[src/hw/iox_cfg.svh]
// Constants for the IMU output control block
`ifndef IOX_CFG_SVH
`define IOX_CFG_SVH
`define IOX_CLK_HZ 100000000
`define IOX_FAST_RATE_SPS 2000
`define IOX_ST_INTEGRITY 7
`define IOX_ST_STARTUP 6
`define IOX_ST_OUTSIDE 5
`define IOX_ST_OVERLOAD 4
`define IOX_ST_CHERR 3
`define IOX_ST_Z 2
`define IOX_ST_Y 1
`define IOX_ST_X 0
`define IOX_INIT_DGRAMS 3
`define IOX_STARTUP_SAMPLES 16'h0100
`define IOX_AUX_W 24
`define IOX_GAIN_FRAC 16
`define IOX_GAIN_RESET 32'h0001_0000
`define IOX_ADDR_CTRL 12'h000
`define IOX_ADDR_STATUS 12'h004
`define IOX_ADDR_GAIN 12'h008
`define IOX_ADDR_OFFS 12'h00C
`define IOX_ADDR_FILT 12'h010
`define IOX_ADDR_AUX 12'h014
`define IOX_ADDR_FAULT 12'h018
`define IOX_ADDR_CMD 12'h01C
`define IOX_CTRL_EXT 0
`define IOX_CTRL_SVC 1
`define IOX_CMD_CFG 0
`define IOX_CMD_RESET 1
`endif

[src/hw/iox_pkg.sv]
// Types shared by the IMU output control files
package iox_pkg;
   typedef enum logic [1:0] {IOX_MODE_INIT, IOX_MODE_NORMAL} iox_mode_t;
   typedef enum logic [1:0] {IOX_DG_NONE, IOX_DG_ID, IOX_DG_MEAS, IOX_DG_CFG} iox_dg_t;
endpackage : iox_pkg

[src/hw/iox_sync_if.sv]
// Interface carrying a synchronised pin level and its falling-edge event
`timescale 1ns/1ps
interface iox_sync_if;
   logic level;
   logic fall;
   modport src (output level, output fall);
   modport dst (input level, input fall);
endinterface : iox_sync_if

[src/hw/iox_pin_sync.sv]
// Two-stage synchroniser with falling-edge detector
`timescale 1ns/1ps
module iox_pin_sync
   import iox_pkg::*;
(
   // Clock and reset
   input wire logic hclk,
   input wire logic hresetn,
   // Pin
   input wire logic pin_in,
   // Result
   iox_sync_if.src out
);
   logic s1_q;
   logic s2_q;
   logic s3_q;
   // Pins rest high so an open input never yields a spurious edge
   always_ff @(posedge hclk or negedge hresetn)
   begin
      if (!hresetn)
      begin
         s1_q <= 1'b1;
         s2_q <= 1'b1;
         s3_q <= 1'b1;
      end
      else
      begin
         s1_q <= pin_in;
         s2_q <= s1_q;
         s3_q <= s2_q;
      end
   end
   assign out.level = s2_q;
   assign out.fall = s3_q & ~s2_q;
endmodule : iox_pin_sync

[src/hw/iox_output_ctrl.sv]
// IMU output control: status byte, reset, trigger, validity strobe, aux path
// Contract
// - Status bit 7 set on system integrity error, else 0.
// - Status bit 5 set while outside operating conditions.
// - Overload sets bit 4 and flags overloaded channels in bits 0-2.
// - Channel error sets bit 3 and flags error channels in bits 0-2.
// - Bit 2 Z, bit 1 Y, bit 0 X or aux channel.
// - Hardware reset is active low, rests inactive when unconnected.
// - Hardware reset forces initialisation mode from any mode.
// - External trigger mode samples continuously at 2000 samples per second.
// - Each trigger falling edge yields exactly one datagram of latest sample; code merges edges seen while busy, drops them before normal mode.
// - Trigger input rests high, never giving a spurious edge.
// - Configuration request produces a datagram regardless of trigger.
// - Three identification datagrams sent during initialisation, even with trigger.
// - Validity strobe rises synchronous with the sample rate.
// - Validity strobe falls after the datagram's last bit is sent.
// - In trigger mode the strobe does not mark transmission.
// - Without trigger mode, measure and transmit automatically after power-on.
// - Aux value is 24 bits followed by a status byte.
// - Aux sample compensated as gain times input plus offset.
// - Aux data low-pass filtered with configurable bandwidth.
// - Status bit 6 held during gyro start-up after init, then cleared.
// - After three init datagrams, move to normal mode automatically.
// - Transmission continues whatever errors the status byte reports.
`timescale 1ns/1ps
`include "iox_cfg.svh"
module iox_output_ctrl
   import iox_pkg::*;
#(
   parameter int SAMPLE_RATE = `IOX_FAST_RATE_SPS,
   parameter int CLK_HZ = `IOX_CLK_HZ,
   parameter int STARTUP_SAMPLES = `IOX_STARTUP_SAMPLES
)
(
   // AHB-Lite slave
   input wire logic hclk,
   input wire logic hresetn,
   input wire logic hsel,
   input wire logic [31:0] haddr,
   input wire logic [1:0] htrans,
   input wire logic hwrite,
   input wire logic [2:0] hsize,
   input wire logic [31:0] hwdata,
   input wire logic hready,
   output logic [31:0] hrdata,
   output logic hreadyout,
   output logic hresp,
   // Device pins
   input wire logic hw_reset_low_in,
   input wire logic sample_request_in,
   output logic validity_strobe,
   // Sensor health inputs
   input wire logic integrity_err,
   input wire logic outside_cond,
   input wire logic [2:0] overload_ch,
   input wire logic [2:0] chan_err,
   // Aux converter sample
   input wire logic aux_valid,
   input wire logic [`IOX_AUX_W-1:0] aux_raw,
   // Serial transmitter handshake
   output logic tx_start,
   output logic [1:0] tx_kind,
   output logic [7:0] tx_status,
   output logic [`IOX_AUX_W-1:0] tx_aux,
   input wire logic tx_done
);
   localparam int SAMPLE_DIV = CLK_HZ / SAMPLE_RATE;
   localparam int DW = $clog2(SAMPLE_DIV + 1);
   // Refuse settings that the tick divider or the start-up counter cannot serve
   if (SAMPLE_RATE < 1 || SAMPLE_RATE > CLK_HZ)
   begin : g_bad_rate
      $error("iox_output_ctrl: sample rate out of range");
   end
   if (SAMPLE_DIV < 2)
   begin : g_bad_div
      $error("iox_output_ctrl: sample divider below two");
   end
   if (STARTUP_SAMPLES < 1 || STARTUP_SAMPLES > 16'hFFFF)
   begin : g_bad_startup
      $error("iox_output_ctrl: start-up count does not fit sixteen bits");
   end
   // Synchronised pins
   iox_sync_if trig_s ();
   iox_sync_if rst_s ();
   iox_pin_sync u_trig (.hclk(hclk), .hresetn(hresetn), .pin_in(sample_request_in), .out(trig_s));
   iox_pin_sync u_rst (.hclk(hclk), .hresetn(hresetn), .pin_in(hw_reset_low_in), .out(rst_s));
   // The pin acts two clocks late, once both synchroniser stages have seen it
   // Active low pin; the synchroniser resets high, modelling the pull-up
   wire hw_rst = ~rst_s.level;
   // AHB-Lite slave
   logic ap_wr_q;
   logic ap_rd_q;
   logic [11:0] ap_addr_q;
   wire ap_valid = hsel & hready & htrans[1];
   always_ff @(posedge hclk or negedge hresetn)
   begin
      if (!hresetn)
      begin
         ap_wr_q <= 1'b0;
         ap_rd_q <= 1'b0;
         ap_addr_q <= 12'h000;
      end
      else if (hready)
      begin
         ap_wr_q <= ap_valid & hwrite;
         ap_rd_q <= ap_valid & ~hwrite;
         ap_addr_q <= haddr[11:0];
      end
   end
   // A pin reset keeps the configuration; only the controller returns to init
   logic [31:0] ctrl_q;
   logic [31:0] gain_q;
   logic [31:0] offs_q;
   logic [3:0] filt_q;
   wire wr_ctrl = ap_wr_q & (ap_addr_q == `IOX_ADDR_CTRL);
   wire wr_gain = ap_wr_q & (ap_addr_q == `IOX_ADDR_GAIN);
   wire wr_offs = ap_wr_q & (ap_addr_q == `IOX_ADDR_OFFS);
   wire wr_filt = ap_wr_q & (ap_addr_q == `IOX_ADDR_FILT);
   wire wr_cmd = ap_wr_q & (ap_addr_q == `IOX_ADDR_CMD);
   wire ext_mode = ctrl_q[`IOX_CTRL_EXT];
   wire svc_mode = ctrl_q[`IOX_CTRL_SVC];
   wire cmd_cfg = wr_cmd & hwdata[`IOX_CMD_CFG];
   wire cmd_rst = wr_cmd & hwdata[`IOX_CMD_RESET];
   always_ff @(posedge hclk or negedge hresetn)
   begin
      if (!hresetn)
      begin
         ctrl_q <= 32'h0000_0000;
         gain_q <= `IOX_GAIN_RESET;
         offs_q <= 32'h0000_0000;
         filt_q <= 4'h0;
      end
      else
      begin
         if (wr_ctrl)
            ctrl_q <= {30'h0, hwdata[1:0]};
         // Coefficients and bandwidth change only in service mode
         if (wr_gain && svc_mode)
            gain_q <= hwdata;
         if (wr_offs && svc_mode)
            offs_q <= hwdata;
         if (wr_filt && svc_mode)
            filt_q <= hwdata[3:0];
      end
   end
   // Operating mode and init sequence
   iox_mode_t mode_q;
   logic [1:0] id_cnt_q;
   logic [15:0] stab_q;
   logic busy_q;
   logic pend_cfg_q;
   logic pend_meas_q;
   wire enter_init = hw_rst | cmd_rst;
   // Sample tick from the internal divider, fixed fast rate
   logic [DW-1:0] div_q;
   wire tick = (div_q == DW'(SAMPLE_DIV - 1));
   always_ff @(posedge hclk or negedge hresetn)
   begin
      if (!hresetn)
         div_q <= '0;
      else
         div_q <= tick ? '0 : div_q + 1'b1;
   end
   // Aux: compensate then first-order low-pass, shift set by bandwidth
   logic signed [`IOX_AUX_W-1:0] aux_filt_q;
   // Gain is Q16.16, so its fraction bits are dropped after the product
   wire signed [31:0] aux_wide = 32'($signed(aux_raw));
   wire signed [63:0] aux_prod = $signed(gain_q) * aux_wide;
   wire signed [31:0] aux_comp = 32'(aux_prod >>> `IOX_GAIN_FRAC) + $signed(offs_q);
   wire signed [31:0] aux_diff = aux_comp - 32'(aux_filt_q);
   wire signed [31:0] aux_step = aux_diff >>> filt_q;
   always_ff @(posedge hclk or negedge hresetn)
   begin
      if (!hresetn)
         aux_filt_q <= '0;
      else if (aux_valid)
         aux_filt_q <= aux_filt_q + aux_step[`IOX_AUX_W-1:0];
   end
   // Datagram dispatch
   wire can_send = ~busy_q & ~enter_init;
   wire send_id = can_send & (mode_q == IOX_MODE_INIT);
   wire send_cfg = can_send & (mode_q == IOX_MODE_NORMAL) & pend_cfg_q;
   wire send_meas = can_send & (mode_q == IOX_MODE_NORMAL) & ~pend_cfg_q & pend_meas_q;
   wire meas_req = ext_mode ? trig_s.fall : tick;
   wire last_id = send_id & (id_cnt_q == 2'(`IOX_INIT_DGRAMS - 1));
   wire any_send = send_id | send_cfg | send_meas;
   // Mode and init datagram count
   always_ff @(posedge hclk or negedge hresetn)
   begin
      if (!hresetn)
      begin
         mode_q <= IOX_MODE_INIT;
         id_cnt_q <= 2'h0;
      end
      else if (enter_init)
      begin
         mode_q <= IOX_MODE_INIT;
         id_cnt_q <= 2'h0;
      end
      else if (send_id)
      begin
         id_cnt_q <= id_cnt_q + 2'h1;
         if (last_id)
            mode_q <= IOX_MODE_NORMAL;
      end
   end
   // Transmitter busy from dispatch until the last bit has left
   always_ff @(posedge hclk or negedge hresetn)
   begin
      if (!hresetn)
         busy_q <= 1'b0;
      else if (enter_init)
         busy_q <= 1'b0;
      else if (any_send)
         busy_q <= 1'b1;
      else if (tx_done)
         busy_q <= 1'b0;
   end
   // Start-up count runs in sample ticks once normal mode is entered
   always_ff @(posedge hclk or negedge hresetn)
   begin
      if (!hresetn)
         stab_q <= 16'h0000;
      else if (enter_init)
         stab_q <= 16'h0000;
      else if (last_id)
         stab_q <= 16'(STARTUP_SAMPLES);
      else if (tick && stab_q != 16'h0000 && mode_q == IOX_MODE_NORMAL)
         stab_q <= stab_q - 16'h0001;
   end
   // New requests win over the clear from dispatch
   // Requests that arrive while busy coalesce into one datagram
   always_ff @(posedge hclk or negedge hresetn)
   begin
      if (!hresetn)
      begin
         pend_cfg_q <= 1'b0;
         pend_meas_q <= 1'b0;
      end
      else if (enter_init)
      begin
         pend_cfg_q <= 1'b0;
         pend_meas_q <= 1'b0;
      end
      else
      begin
         if (cmd_cfg)
            pend_cfg_q <= 1'b1;
         else if (send_cfg)
            pend_cfg_q <= 1'b0;
         // Sample requests before normal mode are dropped, not queued
         if (meas_req && mode_q == IOX_MODE_NORMAL)
            pend_meas_q <= 1'b1;
         else if (send_meas)
            pend_meas_q <= 1'b0;
      end
   end
   // Status byte, built from present health regardless of faults
   logic [7:0] status_b;
   wire [2:0] ch_flags = (overload_ch | chan_err);
   always_comb
   begin
      status_b = 8'h00;
      status_b[`IOX_ST_INTEGRITY] = integrity_err;
      status_b[`IOX_ST_STARTUP] = (stab_q != 16'h0000);
      status_b[`IOX_ST_OUTSIDE] = outside_cond;
      status_b[`IOX_ST_OVERLOAD] = |overload_ch;
      status_b[`IOX_ST_CHERR] = |chan_err;
      status_b[`IOX_ST_Z] = ch_flags[2];
      status_b[`IOX_ST_Y] = ch_flags[1];
      status_b[`IOX_ST_X] = ch_flags[0];
   end
   // Transmit outputs
   logic [1:0] kind_d;
   assign kind_d = send_id ? 2'(IOX_DG_ID) : (send_cfg ? 2'(IOX_DG_CFG) : 2'(IOX_DG_MEAS));
   logic [31:0] rdata_d;
   always_ff @(posedge hclk or negedge hresetn)
   begin
      if (!hresetn)
      begin
         tx_start <= 1'b0;
         tx_kind <= 2'(IOX_DG_NONE);
         tx_status <= 8'h00;
         tx_aux <= '0;
      end
      else
      begin
         tx_start <= any_send;
         if (any_send)
         begin
            tx_kind <= kind_d;
            tx_status <= status_b;
            tx_aux <= aux_filt_q;
         end
      end
   end
   // Validity strobe; in trigger mode it only marks the sample ticks
   always_ff @(posedge hclk or negedge hresetn)
   begin
      if (!hresetn)
         validity_strobe <= 1'b0;
      else if (enter_init)
         validity_strobe <= 1'b0;
      else if (ext_mode)
         validity_strobe <= tick;
      else if (tick && mode_q == IOX_MODE_NORMAL)
         validity_strobe <= 1'b1;
      else if (tx_done)
         validity_strobe <= 1'b0;
   end
   // Read mux
   always_comb
   begin
      unique case (ap_addr_q)
         `IOX_ADDR_CTRL: rdata_d = ctrl_q;
         `IOX_ADDR_STATUS: rdata_d = {22'h0, mode_q == IOX_MODE_NORMAL, busy_q, status_b};
         `IOX_ADDR_GAIN: rdata_d = gain_q;
         `IOX_ADDR_OFFS: rdata_d = offs_q;
         `IOX_ADDR_FILT: rdata_d = {28'h0, filt_q};
         `IOX_ADDR_AUX: rdata_d = {8'h00, aux_filt_q};
         `IOX_ADDR_FAULT: rdata_d = {24'h0, status_b};
         default: rdata_d = 32'h0000_0000;
      endcase
   end
   // Each read gets one wait state: the registered read data then stands in the
   // data phase, and a write in the data phase just before it has already landed
   wire rd_take = ap_valid & ~hwrite;
   always_ff @(posedge hclk or negedge hresetn)
   begin
      if (!hresetn)
      begin
         hrdata <= 32'h0000_0000;
         hreadyout <= 1'b1;
         hresp <= 1'b0;
      end
      else
      begin
         if (ap_rd_q && !hreadyout)
            hrdata <= rdata_d;
         hreadyout <= ~rd_take;
         hresp <= 1'b0;
      end
   end
endmodule : iox_output_ctrl

[config.mk]
export PLATFORM = sky130hd
export DESIGN_NAME = iox_output_ctrl
export DESIGN_NICKNAME = d
export VERILOG_FILES = /design/src/hw/iox_pkg.sv /design/src/hw/iox_sync_if.sv /design/src/hw/iox_pin_sync.sv /design/src/hw/iox_output_ctrl.sv
export VERILOG_INCLUDE_DIRS = /design/src /design/src/hw
export SDC_FILE = /design/constraint.sdc
export NUM_CORES = 2
export LEC_CHECK = 0
export ABC_CLOCK_PERIOD_IN_PS = 18900
export BUFFER_PORTS_ARGS = -buffer_cell sky130_fd_sc_hd__buf_2
export CAP_MARGIN = 20
export CORE_UTILIZATION = 40
export DETAILED_ROUTE_END_ITERATION = 8
export SYNTH_ARGS = -nofsm -noshare
export SYNTH_HDL_FRONTEND = slang
export SYNTH_HIERARCHICAL = 1
export SYNTH_SLANG_ARGS = --single-unit
export TNS_END_PERCENT = 5
[constraint.sdc]
create_clock -name hclk -period 18.9 [get_ports hclk]
set_clock_uncertainty 0.05 [all_clocks]
set_input_delay 3.78 -clock hclk [delete_from_list [all_inputs] [get_ports hclk]]
set_output_delay 3.78 -clock hclk [all_outputs]
set_load 0.1 [all_outputs]
* After elaboration in Yosys (flattened, before gate mapping) *
Index checks and enable logic that the tools add are counted.

storage, ports and cells
  register bits after elaboration = 221
  input bits = 110
  output and inout port bits = 70
  word-level logic and storage cells = 122

cells by class
  $add $sub $neg = 6
  multipliers = 1
  equal/unequal tests = 10
  shifts and indexed selects = 1
  muxes and demuxes = 25
  bitwise logic cells = 30
  reduce and logical (&&, ||, !) cells = 22

operators by type and width
  kind                                                                  number
  32-bit case mux with 7 select lines                                   1
  16-bit two-way mux                                                    4
  12-bit by 5-bit == test with 1-bit output, second input constant      4
  32-bit by 24-bit multiplier with 48-bit output                        1
  32-bit adder                                                          1
  32-bit by 4-bit >>> shifter with 24-bit output                        1
  32-bit by 24-bit subtractor with 32-bit output                        1
  24-bit adder                                                          1
  12-bit by 4-bit == test with 1-bit output, second input constant      2
  1-bit bitwise AND                                                     19
  16-bit by 1-bit adder with 16-bit output, second input constant       1
  16-bit == test, second input constant                                 1
  16-bit nonzero test                                                   1
  16-bit by 1-bit subtractor with 16-bit output, second input constant  1
  1-bit two-way mux                                                     14
  12-bit by 3-bit == test with 1-bit output, second input constant      1
  12-bit zero test                                                      1
  2-bit two-way mux                                                     6
  3-bit nonzero test                                                    4
  1-bit logical AND                                                     8
  1-bit inverter                                                        7
  3-bit OR reduction                                                    2
  2-bit nonzero test                                                    2
  4-bit nonzero test                                                    1
  8 further kinds                                                       10

* Logic depth before layout (Yosys ltp) *
  depth in word-level cells = 12
  depth in mapped cells = 58
  mapped depth without buffers = 55

* Hierarchy *
The synthesis kept the hierarchy.

modules (own cells, without submodules)
  module           times used  cells an instance  area an instance (sq um)  seq. area each (sq um)
  iox_output_ctrl  1           3812               36700.2                   5382.7
  iox_pin_sync     2           4                  92.6                      78.8

* Worst setup path after synthesis *
Ideal clock, no wire load.

  path kind = in2reg
  from = input aux_raw[0]
  to = register aux_filt_q[22]
  library setup time = 0.125 ns
  data arrival time = 15.255 ns
  setup slack = 3.471 ns
  cell stages on the path = 49
  path through = clkbuf_1 > and2_1 > fa_1 > inv_1 > fa_1 > fa_1 > fa_1 > fa_1 > fa_1 > fa_1 > inv_1 > ha_1 > a21o_1 > a21o_1 > a21oi_1 > o21ai_0 > o2111ai_2 > nand2_1 > [13 not listed] > nor2_1 > o311ai_0 > mux4_2 > mux4_2 > ha_1 > inv_1 > o21ai_0 > a21oi_1 > o21ai_0 > a21o_1 > o221a_2 > a31o_2 > a31oi_1 > o21bai_1 > a21oi_1 > o21ai_0 > xor2_1 > mux2_2

on the way
  word-level cells in the longest chain between the ends = 5

ends and longest elaborated chain
  item                                            line                    RTL
  start: declaration                              iox_output_ctrl.sv:59   input wire logic [`IOX_AUX_W-1:0] aux_raw,
  32-bit by 24-bit multiplier with 48-bit output  iox_output_ctrl.sv:168  wire signed [63:0] aux_prod = $signed(gain_q) * aux_wide;
  32-bit adder                                    iox_output_ctrl.sv:169  wire signed [31:0] aux_comp = 32'(aux_prod >>> `IOX_GAIN_FRAC) + $signed(offs_q);
  32-bit by 24-bit subtractor with 32-bit output  iox_output_ctrl.sv:170  wire signed [31:0] aux_diff = aux_comp - 32'(aux_filt_q);
  32-bit by 4-bit >>> shifter with 24-bit output  iox_output_ctrl.sv:171  wire signed [31:0] aux_step = aux_diff >>> filt_q;
  24-bit adder                                    iox_output_ctrl.sv:177  aux_filt_q <= aux_filt_q + aux_step[`IOX_AUX_W-1:0];
  end signal: assignment                          iox_output_ctrl.sv:177
  end: declaration                                iox_output_ctrl.sv:165  logic signed [`IOX_AUX_W-1:0] aux_filt_q;

Every way passes these cells.
A chain may end at the register's enable or synchronous reset.

* Worst setup path in the final report *
  from = input aux_raw[4]
  to = register aux_filt_q[23]

The elaborated chain is that of the path after synthesis.

==> out/metrics.yaml <==
synthesis:
  mappedNetlistNets: 4847
  syn_inst: 3818
  mappedNetlistArea_mm2: 0.0368
  post_synth.cell_area_avg_um2: 9.65
  synth.yosys.warnings: 6
power:
  swShare: 0.497
  comb_power_share: 0.663
  switching_pwr_uw: 1690
  pwr_density_cell_mw_per_mm2: 86.3
  clock_power_share: 0.152
  design_internal_power_uw: 1720
  worst_vdd_drop_mv: 0.131
  power.leakage_uw: 0.0170
  seqPwrFrac: 0.185
layout:
  fillerInstances: 8842
  fin_nets: 4856
  sequential_standard_cell_area_mm2: 0.00552
  syn2layout_area_growth_pct: 7.24
  layout.cells.most_common: "sky130_fd_sc_hd__fa_1"
  layout_common_cells: "sky130_fd_sc_hd__fa_1, sky130_fd_sc_hd__inv_1, sky130_fd_sc_hd__nand2_1, sky130_fd_sc_hd__and2_1, sky130_fd_sc_hd__dfrtp_1"
  fraction_of_layout_instances_using_a_drive_strength_above_1: 0.103
  multiInputGateArea_mm2: 0.0282
global_route:
  grt_pass1_wl_um: 159000
  groute.layer.met3.usage: 0.0268
  global_route.overflow_total: 0
  first_global_vias: 28000
  maximum_number_of_pins_on_one_net_before_global_route_repair: 93
  met2_usage: 0.356
  antenna_found_initial: 6
  grt_util_met1: 0.305
  layer_carrying_the_most_global_route_usage: "met2"
  grtUsageTotal: 0.217
clocking:
  clk-insertion-delay-late_ps: 570
  cts.repair_timing.setup_buffer_count: 0
  cts_resized: 0
  cts_htree_levels: 1
  numCtsBuffers: 23
  post_cts_hold_buffer_count: 0
  cts_sinks: 220
  cts.clk_slew.worst_paths_ps: 70
  clk_root_buffer_cell: "sky130_fd_sc_hd__clkbuf_16"
  clock_tree.buffer_depth: 3
  cts_tree: "built"
setup_path:
  criticalPathCategory: "input port to register"
  critical_path.endpoint_type: "register"
  cp_max_fo: 32
  timing.critical_path.required_ps: 19280
  crit_path_top_delay_cell: "sky130_fd_sc_hd__a2111oi_0"
  worstRegToRegCells: 50
  max_stage_delay_ps: 710
  worst_setup_path_start_kind: "input port"
  setup.reg_to_reg.worst_slack_ps: 4860
  critPathArrivalTime_ps: 17360
  critical_path.reg2reg.startpoint: "gain_q[16]"
  worst_reg2reg_endpoint: "aux_filt_q[23]"
floorplan:
  top_level_ports: 180
  fp-row-count: 110
  die_height_um: 306
  die_area_mm2: 0.0933
  die_w_um: 306
  start_util: 0.407
  coreArea_mm2: 0.0906
detailed_routing:
  viasPerCell: 5.20
  drt_iter0_markers: 1675
  drt_pre_antenna_iters: 5
  remaining_drc_errors: 0
  num_vias: 26100
  detail_route_antenna_nets: 0
  post_drt_wl_per_cell_um: 19.3
  drt-total-wl_um: 97100
place:
  port_buffers: 154
  hpwlAfterDp_um: 76900
  placement.setup.worst_slack_ps: 1340
  gp_congestion: 0.873
timing:
  worst-slew-pin-transition_ps: 1100
  totalNegativeSetupSlack_ps: 0
  final_period_minus_worst_setup_slack_ps: 16980
  hold_violations: 0
  relSlewSlack: 0.268
  setup_ws_ps: 1920
  rsz_0062_raised_after_global_routing: "false"
  drv_slew: 0
  timing.final.crit_share: 0.898
  final-setup-viol-count: 0
  fmax_ghz: 0.0589
min_path:
  timing.hold.worst_path_depth: 0
  min-delay-start: "u_trig/s1_q"
  worstHoldPathType: "register to register"
  hold_path_end: "u_trig/out.level"
outcome:
  status: "finished clean"
flow_run:
  timing.max_cap.violations: 0
-- critical path, delay by kind of cell --
family | cells | cell delay (ps)
muxes | 1 | 490
and+or+nand+nor | 13 | 2130
xor gates and xnor gates | 4 | 800
adders and majority gates | 11 | 4770
AOI/OAI and AO/OA | 18 | 4490
buffers and inverters | 5 | 860
-- sequential cells by signal, indices dropped and copies added, names as in the netlist, 4 cells and up --
name	cells
offs_q	32
stab_q	16
aux_filt_q	24
gain_q	32
hrdata	32
tx_status	8
div_q	16
filt_q	4
tx_aux	24
ap_addr_q	12
-- routing by layer --
metal | wire length (um) | vias to the layer above
li1 | - | 11800
met5 | 14 | -
met4 | 2210 | 2
met1 | 43200 | 13500
met3 | 5820 | 109
met2 | 45800 | 691
-- power groups by stage --
stage          clock, uW  sequential [uW]  combinational, uW
3_3_place_gp           0              638               2220
6_report             518              630               2260
5_1_grt              547              639               2480
4_1_cts              533              631               2250
2_1_floorplan          0              848               1530
3_5_place_dp           0              640               2230
-- layout make-up --
class,instances,share of cell area
Antenna cell,2,0.000127
Multi-Input combinational cell,2759,0.713
Timing Repair Buffer,195,0.0288
Clock inverter,12,0.00497
Tap cell,1176,0.0372
Sequential cell,220,0.140
Clock buffer,30,0.0165
Inverter,628,0.0597
-- how the worst max path moves through the flow --
stage	start	end	cells after the start
final	aux_raw[4]	aux_filt_q[23]	52
after global placement	aux_raw[3]	aux_filt_q[23]	52
after CTS	aux_raw[7]	aux_filt_q[23]	53
after detailed placement	aux_raw[4]	aux_filt_q[23]	52
after global routing	aux_raw[4]	aux_filt_q[23]	52
after floorplan	aux_raw[0]	aux_filt_q[22]	49
-- stage by stage --
stage	hold WS [ps]	cells	power, uW	instance area [um^2]	utilization
floorplan	295	3818	2380	36800	-
global placement	296	4975	2860	38600	0.426
detailed placement	298	4976	2870	38600	0.426
CTS	307	5018	3410	39500	0.436
global route	313	5020	3670	39500	0.436
finish	307	5022	3410	39500	0.436
Power figures use the tool's default switching activity.
